[src/core/bts_consts.vh]
/*
 * constants for the bit test / soft trap execution block: opcodes, field
 * positions, vector table base, stack steps, status bit positions.
 * assumes it is included by bare name from core/ sources.
 */
`ifndef BTS_CONSTS_VH
`define BTS_CONSTS_VH

// opcode words
`define BTS_OP_CLR_W1 16'h5609
`define BTS_OP_SET_W1 16'h560d
`define BTS_OP_SUM_TEST 16'hff58
`define BTS_OP_TRAP_MASK 16'hffe0
`define BTS_OP_TRAP_VAL 16'h0020
`define BTS_OP_W2_ZERO_MASK 16'hf000

// field positions: bit and mode in the second word, vector in the first word
`define BTS_BIT_HI 11
`define BTS_BIT_LO 8
`define BTS_MODE_HI 7
`define BTS_MODE_LO 0
`define BTS_VEC_HI 4
`define BTS_VEC_LO 0

// special addressing mode codes meaning low / high accumulator half
`define BTS_MODE_SUM_LO 8'ha9
`define BTS_MODE_SUM_HI 8'ha8

// sign bit positions
`define BTS_SIGN16 15
`define BTS_SIGN32 31

// status word b bit positions
`define BTS_STB_IRQ_MASK 0
`define BTS_STB_DBG_MASK 1
`define BTS_STB_LOOP 4
`define BTS_STB_PERMIT 6
`define BTS_STB_SLEEP 7

// context save
`define BTS_STK_FIRST_STEP 16'h0001
`define BTS_STK_STEP 16'h0002
`define BTS_SAVE_LAST 3'h6
`define BTS_RET_STEP 22'h000001

// vector table base in data space, two words per vector
`define BTS_VEC_BASE 22'h000d00

`endif

[src/core/bts_exec.v]
/*
 * execution logic for the bit test-and-clear / test-and-set group, the
 * accumulator zero test and the software trap.
 * assumes: one core clock, a single-cycle memory port with read data valid
 * the cycle after a read strobe, and an outer pipeline that obeys busy.
 */
`timescale 1ns/1ps
`default_nettype none
`include "bts_consts.vh"

// Behaviour
// - test-and-clear: read, copy bit, write bit zero
// - decode test-and-clear two-word form
// - bit index selects bit directly, 0 is lsb
// - accumulator half target sets sign, zero flags
// - probe flag takes old tested bit value
// - test-and-set: read, copy bit, write bit one
// - decode test-and-set two-word form
// - after repeat prefix clear counter, run once
// - accumulator test: sign is bit 31, zero
// - accumulator test fixed opcode, accumulator unchanged
// - trap low five bits pick one vector
// - trap ignores masks, pending, enable registers
// - no hardware interrupt from decode to handler
// - vector numbers map to fixed event kinds
// - pairs saved as 32-bit writes, low even
// - stack bump one, push pairs, step two
// - after save set masks, clear mode flags
// - vector zero only jumps, no core reset
module bts_exec #(
	parameter DW = 16, // data word width
	parameter AW = 22 // address width
) (
	input wire core_clk, // core clock, 40 MHz
	input wire sys_rst, // synchronous reset, active high
	input wire instr_valid, // decode stage holds a word
	input wire [DW-1:0] instr_word1, // first opcode word
	input wire [DW-1:0] instr_word2, // second opcode word
	input wire [AW-1:0] instr_pc, // address of first word
	input wire repeat_active, // previous instruction was repeat prefix
	input wire [AW-1:0] operand_addr, // resolved operand address
	input wire [2*DW-1:0] sum_register, // accumulator
	input wire [DW-1:0] status_word_a, // status word a
	input wire [DW-1:0] status_word_b, // status word b
	input wire [DW-1:0] mul_high, // multiplicand high
	input wire [2*DW-1:0] product, // product register
	input wire [2*DW-1:0] aux_pair, // aux1:aux0
	input wire [DW-1:0] page_pointer, // page pointer
	input wire [DW-1:0] debug_status_reg, // debug status
	input wire [DW-1:0] irq_enable_reg, // interrupt enable
	input wire [DW-1:0] stack_pointer, // stack pointer
	input wire [2*DW-1:0] mem_rdata, // memory read data
	output reg busy, // instruction in progress, stall decode
	output reg bit_probe_flag, // probe flag
	output reg flag_n, // sign flag
	output reg flag_z, // zero flag
	output reg flags_we, // pulse: sign/zero updated
	output reg sum_half_we, // pulse: write accumulator half
	output reg sum_half_sel, // 1 high half, 0 low half
	output reg [DW-1:0] sum_half_wdata, // new half value
	output reg repeat_counter_clr, // pulse: clear repeat counter
	output reg irq_block, // hold off hardware interrupts
	output reg pipe_flush, // pulse: flush fetch stages
	output reg mem_rd, // pulse: read strobe
	output reg mem_wr, // pulse: write strobe
	output reg mem_wide, // 32-bit access
	output reg [AW-1:0] mem_addr, // memory address
	output reg [2*DW-1:0] mem_wdata, // write data, low word in low bits
	output reg [DW-1:0] stack_pointer_new, // new stack pointer
	output reg stack_pointer_we, // pulse: load stack pointer
	output reg [DW-1:0] status_word_b_new, // new status word b
	output reg status_word_b_we, // pulse: load status word b
	output reg pc_load, // pulse: load program counter
	output reg [AW-1:0] pc_value, // program counter target
	output reg [3:0] vector_kind // class of the taken vector
);

////////////////////////////////////////////////////////////////////////////
// states and vector classes
localparam ST_IDLE = 3'h0; // waiting for an instruction
localparam ST_RMW_RD = 3'h1; // operand read issued
localparam ST_RMW_WR = 3'h2; // modify and write back
localparam ST_TRAP_VEC = 3'h3; // fetched vector latched
localparam ST_TRAP_SAVE = 3'h4; // pushing register pairs
localparam ST_TRAP_END = 3'h5; // mode bits and jump
localparam ST_TRAP_GAP = 3'h6; // vector read in flight

localparam K_RESET = 4'h0; // reset handler
localparam K_MASKABLE = 4'h1; // maskable line
localparam K_DLOG = 4'h2; // data logging
localparam K_RTOS = 4'h3; // realtime os
localparam K_RESERVED = 4'h4; // reserved slot
localparam K_NMI = 4'h5; // non-maskable
localparam K_ILLEGAL = 4'h6; // illegal instruction
localparam K_USER = 4'h7; // user trap

////////////////////////////////////////////////////////////////////////////
// helpers

// class of vector number
// the class is only reported; the handler address always comes from
// the table, so a wrong class never changes where the trap lands
function [3:0] vec_class;
	input [4:0] v;
	begin
		if (v == 5'h00) vec_class = K_RESET;
		else if (v <= 5'h0e) vec_class = K_MASKABLE;
		else if (v == 5'h0f) vec_class = K_DLOG;
		else if (v == 5'h10) vec_class = K_RTOS;
		else if (v == 5'h11) vec_class = K_RESERVED;
		else if (v == 5'h12) vec_class = K_NMI;
		else if (v == 5'h13) vec_class = K_ILLEGAL;
		else vec_class = K_USER;
	end
endfunction

// one-hot mask from a four-bit index, index 0 is lsb
function [15:0] bit_mask;
	input [3:0] idx;
	begin
		bit_mask = 16'h0001 << idx;
	end
endfunction

////////////////////////////////////////////////////////////////////////////
// decode
// only exact first words, or the trap pattern with any vector, are taken; anything else passes untouched so
// the outer decoder keeps ownership of the rest of the set
wire w2_ok = (instr_word2 & `BTS_OP_W2_ZERO_MASK) == 16'h0000; // upper nibble zero
wire dec_bit_clr = instr_valid && instr_word1 == `BTS_OP_CLR_W1 && w2_ok;
wire dec_bit_set = instr_valid && instr_word1 == `BTS_OP_SET_W1 && w2_ok;
wire dec_test = instr_valid && instr_word1 == `BTS_OP_SUM_TEST;
wire dec_trap = instr_valid && (instr_word1 & `BTS_OP_TRAP_MASK) == `BTS_OP_TRAP_VAL;
wire [3:0] dec_bit = instr_word2[`BTS_BIT_HI:`BTS_BIT_LO];
wire [7:0] dec_mode = instr_word2[`BTS_MODE_HI:`BTS_MODE_LO];
wire dec_is_half = dec_mode == `BTS_MODE_SUM_LO || dec_mode == `BTS_MODE_SUM_HI;

////////////////////////////////////////////////////////////////////////////
// working registers
// bit index, target and address are latched at the take edge, so the decode stage may move
// on while the sequencer is still busy; the accumulator and the saved registers are read live
reg [2:0] state_reg; // sequencer state
reg set_mode_reg; // 1 test-and-set, 0 test-and-clear
reg [3:0] bit_reg; // latched bit index
reg half_reg; // target is accumulator half
reg half_hi_reg; // which half
reg [AW-1:0] addr_reg; // operand address
reg [4:0] vec_reg; // trap vector number
reg [AW-1:0] ret_reg; // return address
reg [AW-1:0] vec_target_reg; // fetched vector
reg [2:0] save_idx_reg; // pair being pushed
reg [DW-1:0] sp_reg; // running stack pointer

// modified operand; bit_reg picks the bit
wire [15:0] cur_mask = bit_mask(bit_reg);
// tested word: the selected accumulator half for a register target,
// otherwise the word the memory returned
wire [15:0] half_word = half_hi_reg ? sum_register[2*DW-1:DW] : sum_register[DW-1:0];
wire [15:0] old_word = half_reg ? half_word : mem_rdata[DW-1:0];
wire [15:0] new_word = set_mode_reg ? (old_word | cur_mask) : (old_word & ~cur_mask);

// pair to push for each save step, low register in low bits
reg [2*DW-1:0] save_pair;
always @* begin
	case (save_idx_reg)
	3'h0: save_pair = {mul_high, status_word_a};
	3'h1: save_pair = sum_register;
	3'h2: save_pair = product;
	3'h3: save_pair = aux_pair;
	3'h4: save_pair = {page_pointer, status_word_b};
	3'h5: save_pair = {debug_status_reg, irq_enable_reg};
	3'h6: save_pair = {{(2*DW-AW){1'b0}}, ret_reg};
	default: save_pair = {2*DW{1'b0}};
	endcase
end

////////////////////////////////////////////////////////////////////////////
// sequencer; every output is a register
// one machine runs the whole group; the trap walks gap, vector latch,
// seven pushes and the mode update, and interrupts stay held
// for that whole length
always @(posedge core_clk) begin
	if (sys_rst) begin
		state_reg <= ST_IDLE;
		set_mode_reg <= 1'b0;
		bit_reg <= 4'h0;
		half_reg <= 1'b0;
		half_hi_reg <= 1'b0;
		addr_reg <= {AW{1'b0}};
		vec_reg <= 5'h00;
		ret_reg <= {AW{1'b0}};
		vec_target_reg <= {AW{1'b0}};
		save_idx_reg <= 3'h0;
		sp_reg <= {DW{1'b0}};
		busy <= 1'b0;
		bit_probe_flag <= 1'b0;
		flag_n <= 1'b0;
		flag_z <= 1'b0;
		flags_we <= 1'b0;
		sum_half_we <= 1'b0;
		sum_half_sel <= 1'b0;
		sum_half_wdata <= {DW{1'b0}};
		repeat_counter_clr <= 1'b0;
		irq_block <= 1'b0;
		pipe_flush <= 1'b0;
		mem_rd <= 1'b0;
		mem_wr <= 1'b0;
		mem_wide <= 1'b0;
		mem_addr <= {AW{1'b0}};
		mem_wdata <= {2*DW{1'b0}};
		stack_pointer_new <= {DW{1'b0}};
		stack_pointer_we <= 1'b0;
		status_word_b_new <= {DW{1'b0}};
		status_word_b_we <= 1'b0;
		pc_load <= 1'b0;
		pc_value <= {AW{1'b0}};
		vector_kind <= 4'h0;
	end else begin
		// pulses default low
		flags_we <= 1'b0;
		sum_half_we <= 1'b0;
		repeat_counter_clr <= 1'b0;
		pipe_flush <= 1'b0;
		mem_rd <= 1'b0;
		mem_wr <= 1'b0;
		stack_pointer_we <= 1'b0;
		status_word_b_we <= 1'b0;
		pc_load <= 1'b0;
		case (state_reg)
		ST_IDLE: begin
			// none of these repeat: a pending repeat is cancelled
			if ((dec_bit_clr || dec_bit_set || dec_test || dec_trap) && repeat_active)
				repeat_counter_clr <= 1'b1;
			if (dec_bit_clr || dec_bit_set) begin
				set_mode_reg <= dec_bit_set;
				bit_reg <= dec_bit;
				half_reg <= dec_is_half;
				half_hi_reg <= dec_mode == `BTS_MODE_SUM_HI;
				addr_reg <= operand_addr;
				// a register half needs no bus cycle; the word is
				// taken from the accumulator input instead
				mem_rd <= !dec_is_half;
				mem_wide <= 1'b0;
				mem_addr <= operand_addr;
				busy <= 1'b1;
				state_reg <= ST_RMW_RD;
			end else if (dec_test) begin
				// only flags move; the accumulator is never written
				flag_n <= sum_register[`BTS_SIGN32];
				flag_z <= sum_register == {2*DW{1'b0}};
				flags_we <= 1'b1;
			end else if (dec_trap) begin
				// flush first so nothing after the trap completes
				pipe_flush <= 1'b1;
				// irq mask and enables are not consulted here
				irq_block <= 1'b1;
				vec_reg <= instr_word1[`BTS_VEC_HI:`BTS_VEC_LO];
				vector_kind <= vec_class(instr_word1[`BTS_VEC_HI:`BTS_VEC_LO]);
				ret_reg <= instr_pc + `BTS_RET_STEP;
				mem_rd <= 1'b1;
				mem_wide <= 1'b1;
				mem_addr <= `BTS_VEC_BASE + {{(AW-6){1'b0}}, instr_word1[`BTS_VEC_HI:`BTS_VEC_LO], 1'b0};
				busy <= 1'b1;
				state_reg <= ST_TRAP_GAP;
			end
		end
		ST_RMW_RD: begin
			// read data stands only from the next cycle; memory port assumed one-cycle
			state_reg <= ST_RMW_WR;
		end
		ST_RMW_WR: begin
			bit_probe_flag <= |(old_word & cur_mask);
			if (half_reg) begin
				// accumulator half target: flags from the result
				sum_half_we <= 1'b1;
				sum_half_sel <= half_hi_reg;
				sum_half_wdata <= new_word;
				flag_n <= new_word[`BTS_SIGN16];
				flag_z <= new_word == 16'h0000;
				flags_we <= 1'b1;
			end else begin
				mem_wr <= 1'b1;
				mem_wide <= 1'b0;
				mem_addr <= addr_reg;
				mem_wdata <= {{DW{1'b0}}, new_word};
			end
			busy <= 1'b0;
			state_reg <= ST_IDLE;
		end
		ST_TRAP_GAP: begin
			// vector word stands only from the next cycle; latching
			// here would take the previous bus value
			state_reg <= ST_TRAP_VEC;
		end
		ST_TRAP_VEC: begin
			vec_target_reg <= mem_rdata[AW-1:0];
			sp_reg <= stack_pointer + `BTS_STK_FIRST_STEP;
			save_idx_reg <= 3'h0;
			state_reg <= ST_TRAP_SAVE;
		end
		ST_TRAP_SAVE: begin
			// one 32-bit write per pair, low word at the even address
			mem_wr <= 1'b1;
			mem_wide <= 1'b1;
			// 32-bit accesses sit on an even address: the low pointer
			// bit is dropped so the low register lands even
			mem_addr <= {{(AW-DW){1'b0}}, sp_reg[DW-1:1], 1'b0};
			mem_wdata <= save_pair;
			sp_reg <= sp_reg + `BTS_STK_STEP;
			save_idx_reg <= save_idx_reg + 3'h1;
			if (save_idx_reg == `BTS_SAVE_LAST)
				state_reg <= ST_TRAP_END;
		end
		ST_TRAP_END: begin
			stack_pointer_new <= sp_reg;
			stack_pointer_we <= 1'b1;
			// masks up, permit/loop/sleep cleared; other bits kept
			// final pointer is one step past the last push
			status_word_b_new <= (status_word_b | (16'h0001 << `BTS_STB_IRQ_MASK)
				| (16'h0001 << `BTS_STB_DBG_MASK))
				& ~((16'h0001 << `BTS_STB_PERMIT) | (16'h0001 << `BTS_STB_LOOP)
				| (16'h0001 << `BTS_STB_SLEEP));
			status_word_b_we <= 1'b1;
			// vector 0 just jumps: no reset request is raised
			pc_load <= 1'b1;
			pc_value <= vec_target_reg;
			irq_block <= 1'b0;
			busy <= 1'b0;
			state_reg <= ST_IDLE;
		end
		default: begin
			busy <= 1'b0;
			irq_block <= 1'b0;
			state_reg <= ST_IDLE;
		end
		endcase
	end
end

endmodule // bts_exec

`default_nettype wire

[config.mk]
export PLATFORM = sky130hd
export DESIGN_NAME = bts_exec
export DESIGN_NICKNAME = d
export VERILOG_FILES = /design/src/core/bts_exec.v
export VERILOG_INCLUDE_DIRS = /design/src /design/src/core
export SDC_FILE = /design/constraint.sdc
export NUM_CORES = 1
export LEC_CHECK = 0
export BUFFER_PORTS_ARGS = -buffer_cell sky130_fd_sc_hd__buf_2
export CELL_PAD_IN_SITES_DETAIL_PLACEMENT = 1
export CELL_PAD_IN_SITES_GLOBAL_PLACEMENT = 1
export CORE_MARGIN = 1
export CORE_UTILIZATION = 35
export DETAILED_ROUTE_END_ITERATION = 6
export PLACE_DENSITY = 0.81
export RECOVER_POWER = 100
export SETUP_SLACK_MARGIN = 0.02
export SYNTH_ARGS = -nofsm -noshare
export SYNTH_HDL_FRONTEND = slang
export SYNTH_SLANG_ARGS = --single-unit
[constraint.sdc]
create_clock -name core_clk -period 3.52 [get_ports core_clk]
set_input_delay 0.352 -clock core_clk [delete_from_list [all_inputs] [get_ports core_clk]]
set_output_delay 0.352 -clock core_clk [all_outputs]
set_load 0.005 [all_outputs]
# --- Word-level counts from Yosys, hierarchy flattened ---
# Cells that the tools add are included.
classes:
  bitwise_logic: 10
  magnitude_cmp: 1
  mux: 53
  addsub: 5
  shifts: 1
  n_eq_ne: 32
  reduce_logical: 37
op_table:
  columns: ["cell", "count"]
  rows:
  - ["32-bit case mux with 7 select lines", 1]
  - ["22-bit two-way mux", 4]
  - ["22-bit case mux with 3 select lines", 1]
  - ["32-bit case mux with 2 select lines", 1]
  - ["16-bit two-way mux", 3]
  - ["16-bit bitwise AND", 2]
  - ["16-bit by 15-bit equality test with 1-bit output (second input constant)", 2]
  - ["16-bit logical NOT", 2]
  - ["32-bit logical NOT", 1]
  - ["32-bit two-way mux", 1]
  - ["16-bit case mux with 2 select lines", 1]
  - ["3-bit two-way mux", 8]
  - ["22-bit by 1-bit adder with 22-bit output (second input constant)", 1]
  - ["1-bit two-way mux", 22]
  - ["5-bit equality test (second input constant)", 4]
  - ["3-bit equality test (second input constant)", 6]
  - ["16-bit by 1-bit adder with 16-bit output (second input constant)", 1]
  - ["16-bit by 2-bit adder with 16-bit output (second input constant)", 1]
  - ["16-bit equality test (second input constant)", 1]
  - ["8-bit equality test (second input constant)", 2]
  - ["16-bit NOT", 1]
  - ["16-bit bitwise OR", 1]
  - ["4-bit AND reduction", 4]
  - ["16-bit OR reduction", 1]
  - ["29 further kinds", 67]
word_totals:
  out_inout_bits: 144
  regBits: 234
  inputBits: 320
  word_cells: 170

# --- Depth between registers and ports, before layout ---
logic_depth:
  ltp_word: 8
  ltp_mapped: 10
  mapped_depth_nobuf: 8

# --- Least setup slack after synthesis ---
# OpenSTA, ideal clock, no wires.
synth_timing:
  path_kind: "register to register"
  startpoint: "reg save_idx_reg[2]"
  endpoint: "reg mem_wdata[14]"
  synth_period_minus_slack_ns: 2.867
  setup_ns: 0.138
  n_path_buf: 4
  required_time_ns: 3.382
  arrival_time_ns: 2.729
  slack_ns: 0.653
  stages_incl_launch_ff: 10
  path_cell_list: "dfxtp_1 > clkbuf_1 > clkinv_1 > buf_1 > ha_1 > clkbuf_1 > o41ai_1 > clkbuf_1 > o221ai_1 > nor3b_1"
synth_between:
  elab_chain_cells: 3
  word_cells_on_any_way: 9
  classes_between: "6 x eq/ne; 2 x mux; 1 x reduce/logical"
synth_lines:
  columns: ["element", "line_no", "rtl"]
  rows:
  - ["start: declaration", "bts_exec.v:151", "reg [2:0] save_idx_reg;"]
  - ["start signal: assignment", "bts_exec.v:310", "save_idx_reg <= save_idx_reg + 3'h1;"]
  - ["3-bit equality test, or another cell as far along", "bts_exec.v:165", "case (save_idx_reg)"]
  - ["32-bit case mux with 7 select lines *", "bts_exec.v:165", null]
  - ["32-bit case mux with 2 select lines *", "bts_exec.v:229", "case (state_reg)"]
  - ["end signal: assignment", "bts_exec.v:210", "mem_wdata <= {2*DW{1'b0}};"]
  - ["end signal: assignment", "bts_exec.v:285", "mem_wdata <= {{DW{1'b0}}, new_word};"]
  - ["end signal: assignment", "bts_exec.v:308", "mem_wdata <= save_pair;"]
  - ["end: declaration", "bts_exec.v:68", "output reg [2*DW-1:0] mem_wdata,"]
# Mark *: on every way between the ends. The rest lies on a longest branch, timed or not.
# A chain may end at the register's enable or synchronous reset.

# --- Final worst setup path ---
layout_timing:
  startpoint: "in instr_word1[8]"
  endpoint: "reg addr_reg[10]"
layout_between:
  elab_chain_cells: 5
  word_cells_on_any_way: 8
  classes_between: "2 x eq/ne; 6 x reduce/logical"
layout_lines:
  columns: ["element", "line_no", "rtl"]
  rows:
  - ["start: declaration", "bts_exec.v:37", "input wire [DW-1:0] instr_word1,"]
  - ["16-bit by 15-bit equality test with 1-bit output (no source line)", null, null]
  - ["1-bit logical AND (no source line)", null, null]
  - ["1-bit logical AND (on tied branches)", "bts_exec.v:130, bts_exec.v:131", null]
  - ["1-bit logical OR *", "bts_exec.v:234", "if (dec_bit_clr || dec_bit_set) begin"]
  - ["2-bit AND reduction (no source line) *", null, null]
  - ["end signal: assignment", "bts_exec.v:189", "addr_reg <= {AW{1'b0}};"]
  - ["end signal: assignment", "bts_exec.v:239", "addr_reg <= operand_addr;"]
  - ["end: declaration", "bts_exec.v:147", "reg [AW-1:0] addr_reg;"]
# Marks and branches as above.

==> flow_metrics.env <==
export IMPL_grt_pass1_wl_um=81520
export IMPL_antenna_found_initial=10
export IMPL_grt_overflow=0
export IMPL_yosys_area_top_type_share=0.3855
export IMPL_p_per_area_nw_per_um2=388.4
export IMPL_clock_sinks=232
export IMPL_grtUsageTotal=0.3003
export IMPL_vias=13680
export IMPL_clk_pin_slew_worst_paths_ps=60
export IMPL_cts_tree="done"
export IMPL_syn_to_final_growth_pct=27.29
export IMPL_p_sw_w=0.001453
export IMPL_grt_pass1_vias=13460
export IMPL_hpwl_um=41430
export IMPL_drt_first_pass_iters=7
export IMPL_leakagePower_nw=5.893
export IMPL_synth_flop_cell="dfxtp_1"
export IMPL_setup_slack_ps=520.9
export IMPL_slowest_stage="or4_2"
export IMPL_tightest_slew_ps=1194
export IMPL_post_cts_resized=0
export IMPL_clk_path_buf_depth=3
export IMPL_outcome="finished with violations"
export IMPL_min_path_type="input port to register"
export IMPL_synthTopCellsByCount="nand2_1, dfxtp_1, a21oi_1"
export IMPL_wl_um=54960
export IMPL_swShare=0.2438
export IMPL_drive_above_1_share=0.2495
export IMPL_worstPathArrival_ps=3450
export IMPL_num_nets_final=2229
export IMPL_crit_type="input port to register"
export IMPL_path_cells="buf_2 -> or4_2 -> nor3_1 -> nand3_1 -> nor2_1 -> clkbuf_2 -> nand2_1 -> a21oi_1"
export IMPL_cp_end_kind="register"
export IMPL_slew_headroom=0.2038
export IMPL_fin_crit_sh=0.8520
export IMPL_ys_seq_area_frac=0.3855
export IMPL_irDropWorstVdd_mv=0.2936
export IMPL_dp_worst_setup_slack_ps=670.4
export IMPL_worstHoldPathCells=3
export IMPL_maxCapViolations=0
export IMPL_cts_hold_buf=0
export IMPL_die_w_um=187.5
export IMPL_combPwrFrac=0.082
export IMPL_finalSetupTns_ps=0
export IMPL_synthTopCellsByArea="dfxtp_1, nand2_1, a21oi_1"
export IMPL_critPathMaxStageDelay_ps=650
export IMPL_routabilityCongestion=0.9795
export IMPL_ys_seq_elements=232
export IMPL_crit_family="simple AND/OR/NAND/NOR gates"
export IMPL_synth_area_um2=12050
export IMPL_yosysMostFrequentCell="nand2_1"
export IMPL_cp_start_kind="input port"
export IMPL_p_int_w=0.004505
export IMPL_drt_iter0_drc=1221
export IMPL_drcViolationCount=8
export IMPL_avgSynthCellArea_um2=7.880
export IMPL_cts_setup_buffers=0
export IMPL_die_area_um2=35170
export IMPL_cts_root_buf="clkbuf_16"
export IMPL_ff2ff_path_depth=7
export IMPL_initial_utilization=0.3575
export IMPL_required_ps=3970
export IMPL_hold_violations=0
export IMPL_cp_max_fo=22
export IMPL_viasPerCell=5.752
export IMPL_fmax_ghz=0.3334
export IMPL_largest_register="mem_wdata"
export IMPL_rows=67
export IMPL_antenna_left=0
export IMPL_critPathBufInv=2
export IMPL_synth_cells=1529
export IMPL_largest_reg_flops=32
export IMPL_core_area_um2=33700
export IMPL_clock_latency_ps=540
export IMPL_synth_warnings=0
export IMPL_rsz0062_at_grt="no"
export IMPL_portBuffers=449
export IMPL_pwr_share_clk=0.477
export IMPL_cts_inserted_buffers=27
export IMPL_violations="DRC"
export IMPL_io_pins=464
export IMPL_routedWlPerCell_um=23.10
export IMPL_final_max_slew_viol_count=0
export IMPL_power_frac_seq=0.441
export IMPL_path_depth=8
export IMPL_grt_max_degree=106
export IMPL_fin_skew_ps=10.55
export IMPL_setup_violations=0
export IMPL_synth_edff_count=0
export IMPL_htree_levels=1
export IMPL_synth_top_area_cell="dfxtp_1"
export IMPL_final_min_clock_period_ps=2999
export IMPL_die_y_um=187.5
export IMPL_synth_async_reset_ratio=0
export IMPL_yosysUniqueCellTypes=69
## per-stage QoR
stage	utilization	instances	hold slack, ps	cell area (um^2)	power, W
2_1_floorplan	-	1532	432.1	12060	0.002849
3_3_place_gp	0.4327	2320	436.4	14580	0.003157
3_5_place_dp	0.4327	2320	446.1	14580	0.003165
4_1_cts	0.4590	2368	37.03	15470	0.006000
5_1_grt	0.4546	2372	44.64	15320	0.006150
6_report	0.4551	2379	54.17	15340	0.005958
## power groups by stage
stage / clock network [W] / logic, W / registers [W]
finish: 0.00284 / 0.000491 / 0.00263
global route: 0.00300 / 0.000521 / 0.00262
CTS: 0.00289 / 0.000484 / 0.00263
detailed placement: 0 / 0.000480 / 0.00268
global placement: 0 / 0.000473 / 0.00268
floorplan: 0 / 0.000165 / 0.00268
## area by class of cell
cell class / instances / area, um^2
repair buffers: 481 / 2384
fillers: 4264 / 18360
multi-input cells: 1149 / 6799
flip-flops and latches: 232 / 4644
well taps: 448 / 560.5
clock buffers: 37 / 773.2
clock inverters: 11 / 111.4
diodes: 11 / 27.53
inverters: 10 / 37.54
## cell usage in the layout (no fill, tap or decap), types with 9 or more instances in the layout
cell and n:
buf_2 365, nand2_1 261, dfxtp_1 232, a21oi_1 186, nor2_1 178, clkbuf_1 89
a211oi_1 61, a222oi_1 51, mux2i_1 44, a22oi_1 31, nor3_1 28, o21ai_0 27
clkbuf_16 27, buf_4 24, nand3_1 22, mux2_2 21, xor2_1 18, xnor2_1 17
nand2b_1 15, nand4_1 15, a31oi_1 13, a21o_1 12, nor4_1 12, o221ai_1 12
diode_2 11, and3_1 11, nor2b_1 10, inv_1 9
## routing by layer
metal	GRT usage	part of all wire
met1	0.4075	0.44
met2	0.4668	0.44
met3	0.06064	0.083
met4	0.1157	0.040
met5	0	0.00020
## kinds of logic after synthesis
| group | count (synthesis) | share of synthesized area |
|---|---|---|
| adders and majority gates | 8 | 0.008308 |
| buffers and inverters | 151 | 0.05161 |
| xor gates and xnor gates | 35 | 0.02544 |
| muxes | 66 | 0.05805 |
| other | 1 | 0.0003112 |
| AOI/OAI and AO/OA | 446 | 0.2528 |
| DFF | 232 | 0.3855 |
| and+or+nand+nor | 590 | 0.2181 |
## worst reg2reg max path: stages, from the launching register on
cell,delay [ps]
dfxtp_1,350
inv_1,100
ha_1,500
nor2b_1,960
a22oi_1,280
a31oi_1,270
nor3_1,80
nor3_1,200
## final timing paths
| check | from | end | slack (ps) |
|---|---|---|---|
| min reg2reg | pc_value[14]$_SDFFE_PP0P_ | pc_value[14]$_SDFFE_PP0P_ | 450 |
| max reg2reg | save_idx_reg[0]$_SDFFE_PP0N_ | mem_wdata[2]$_SDFFE_PP0P_ | 690 |
| min | mem_rdata[17] | vec_target_reg[17]$_SDFFE_PP0P_ | 50 |
| max | instr_word1[8] | addr_reg[10]$_SDFFE_PP0P_ | 520 |
(Power assumes the default switching activity.)
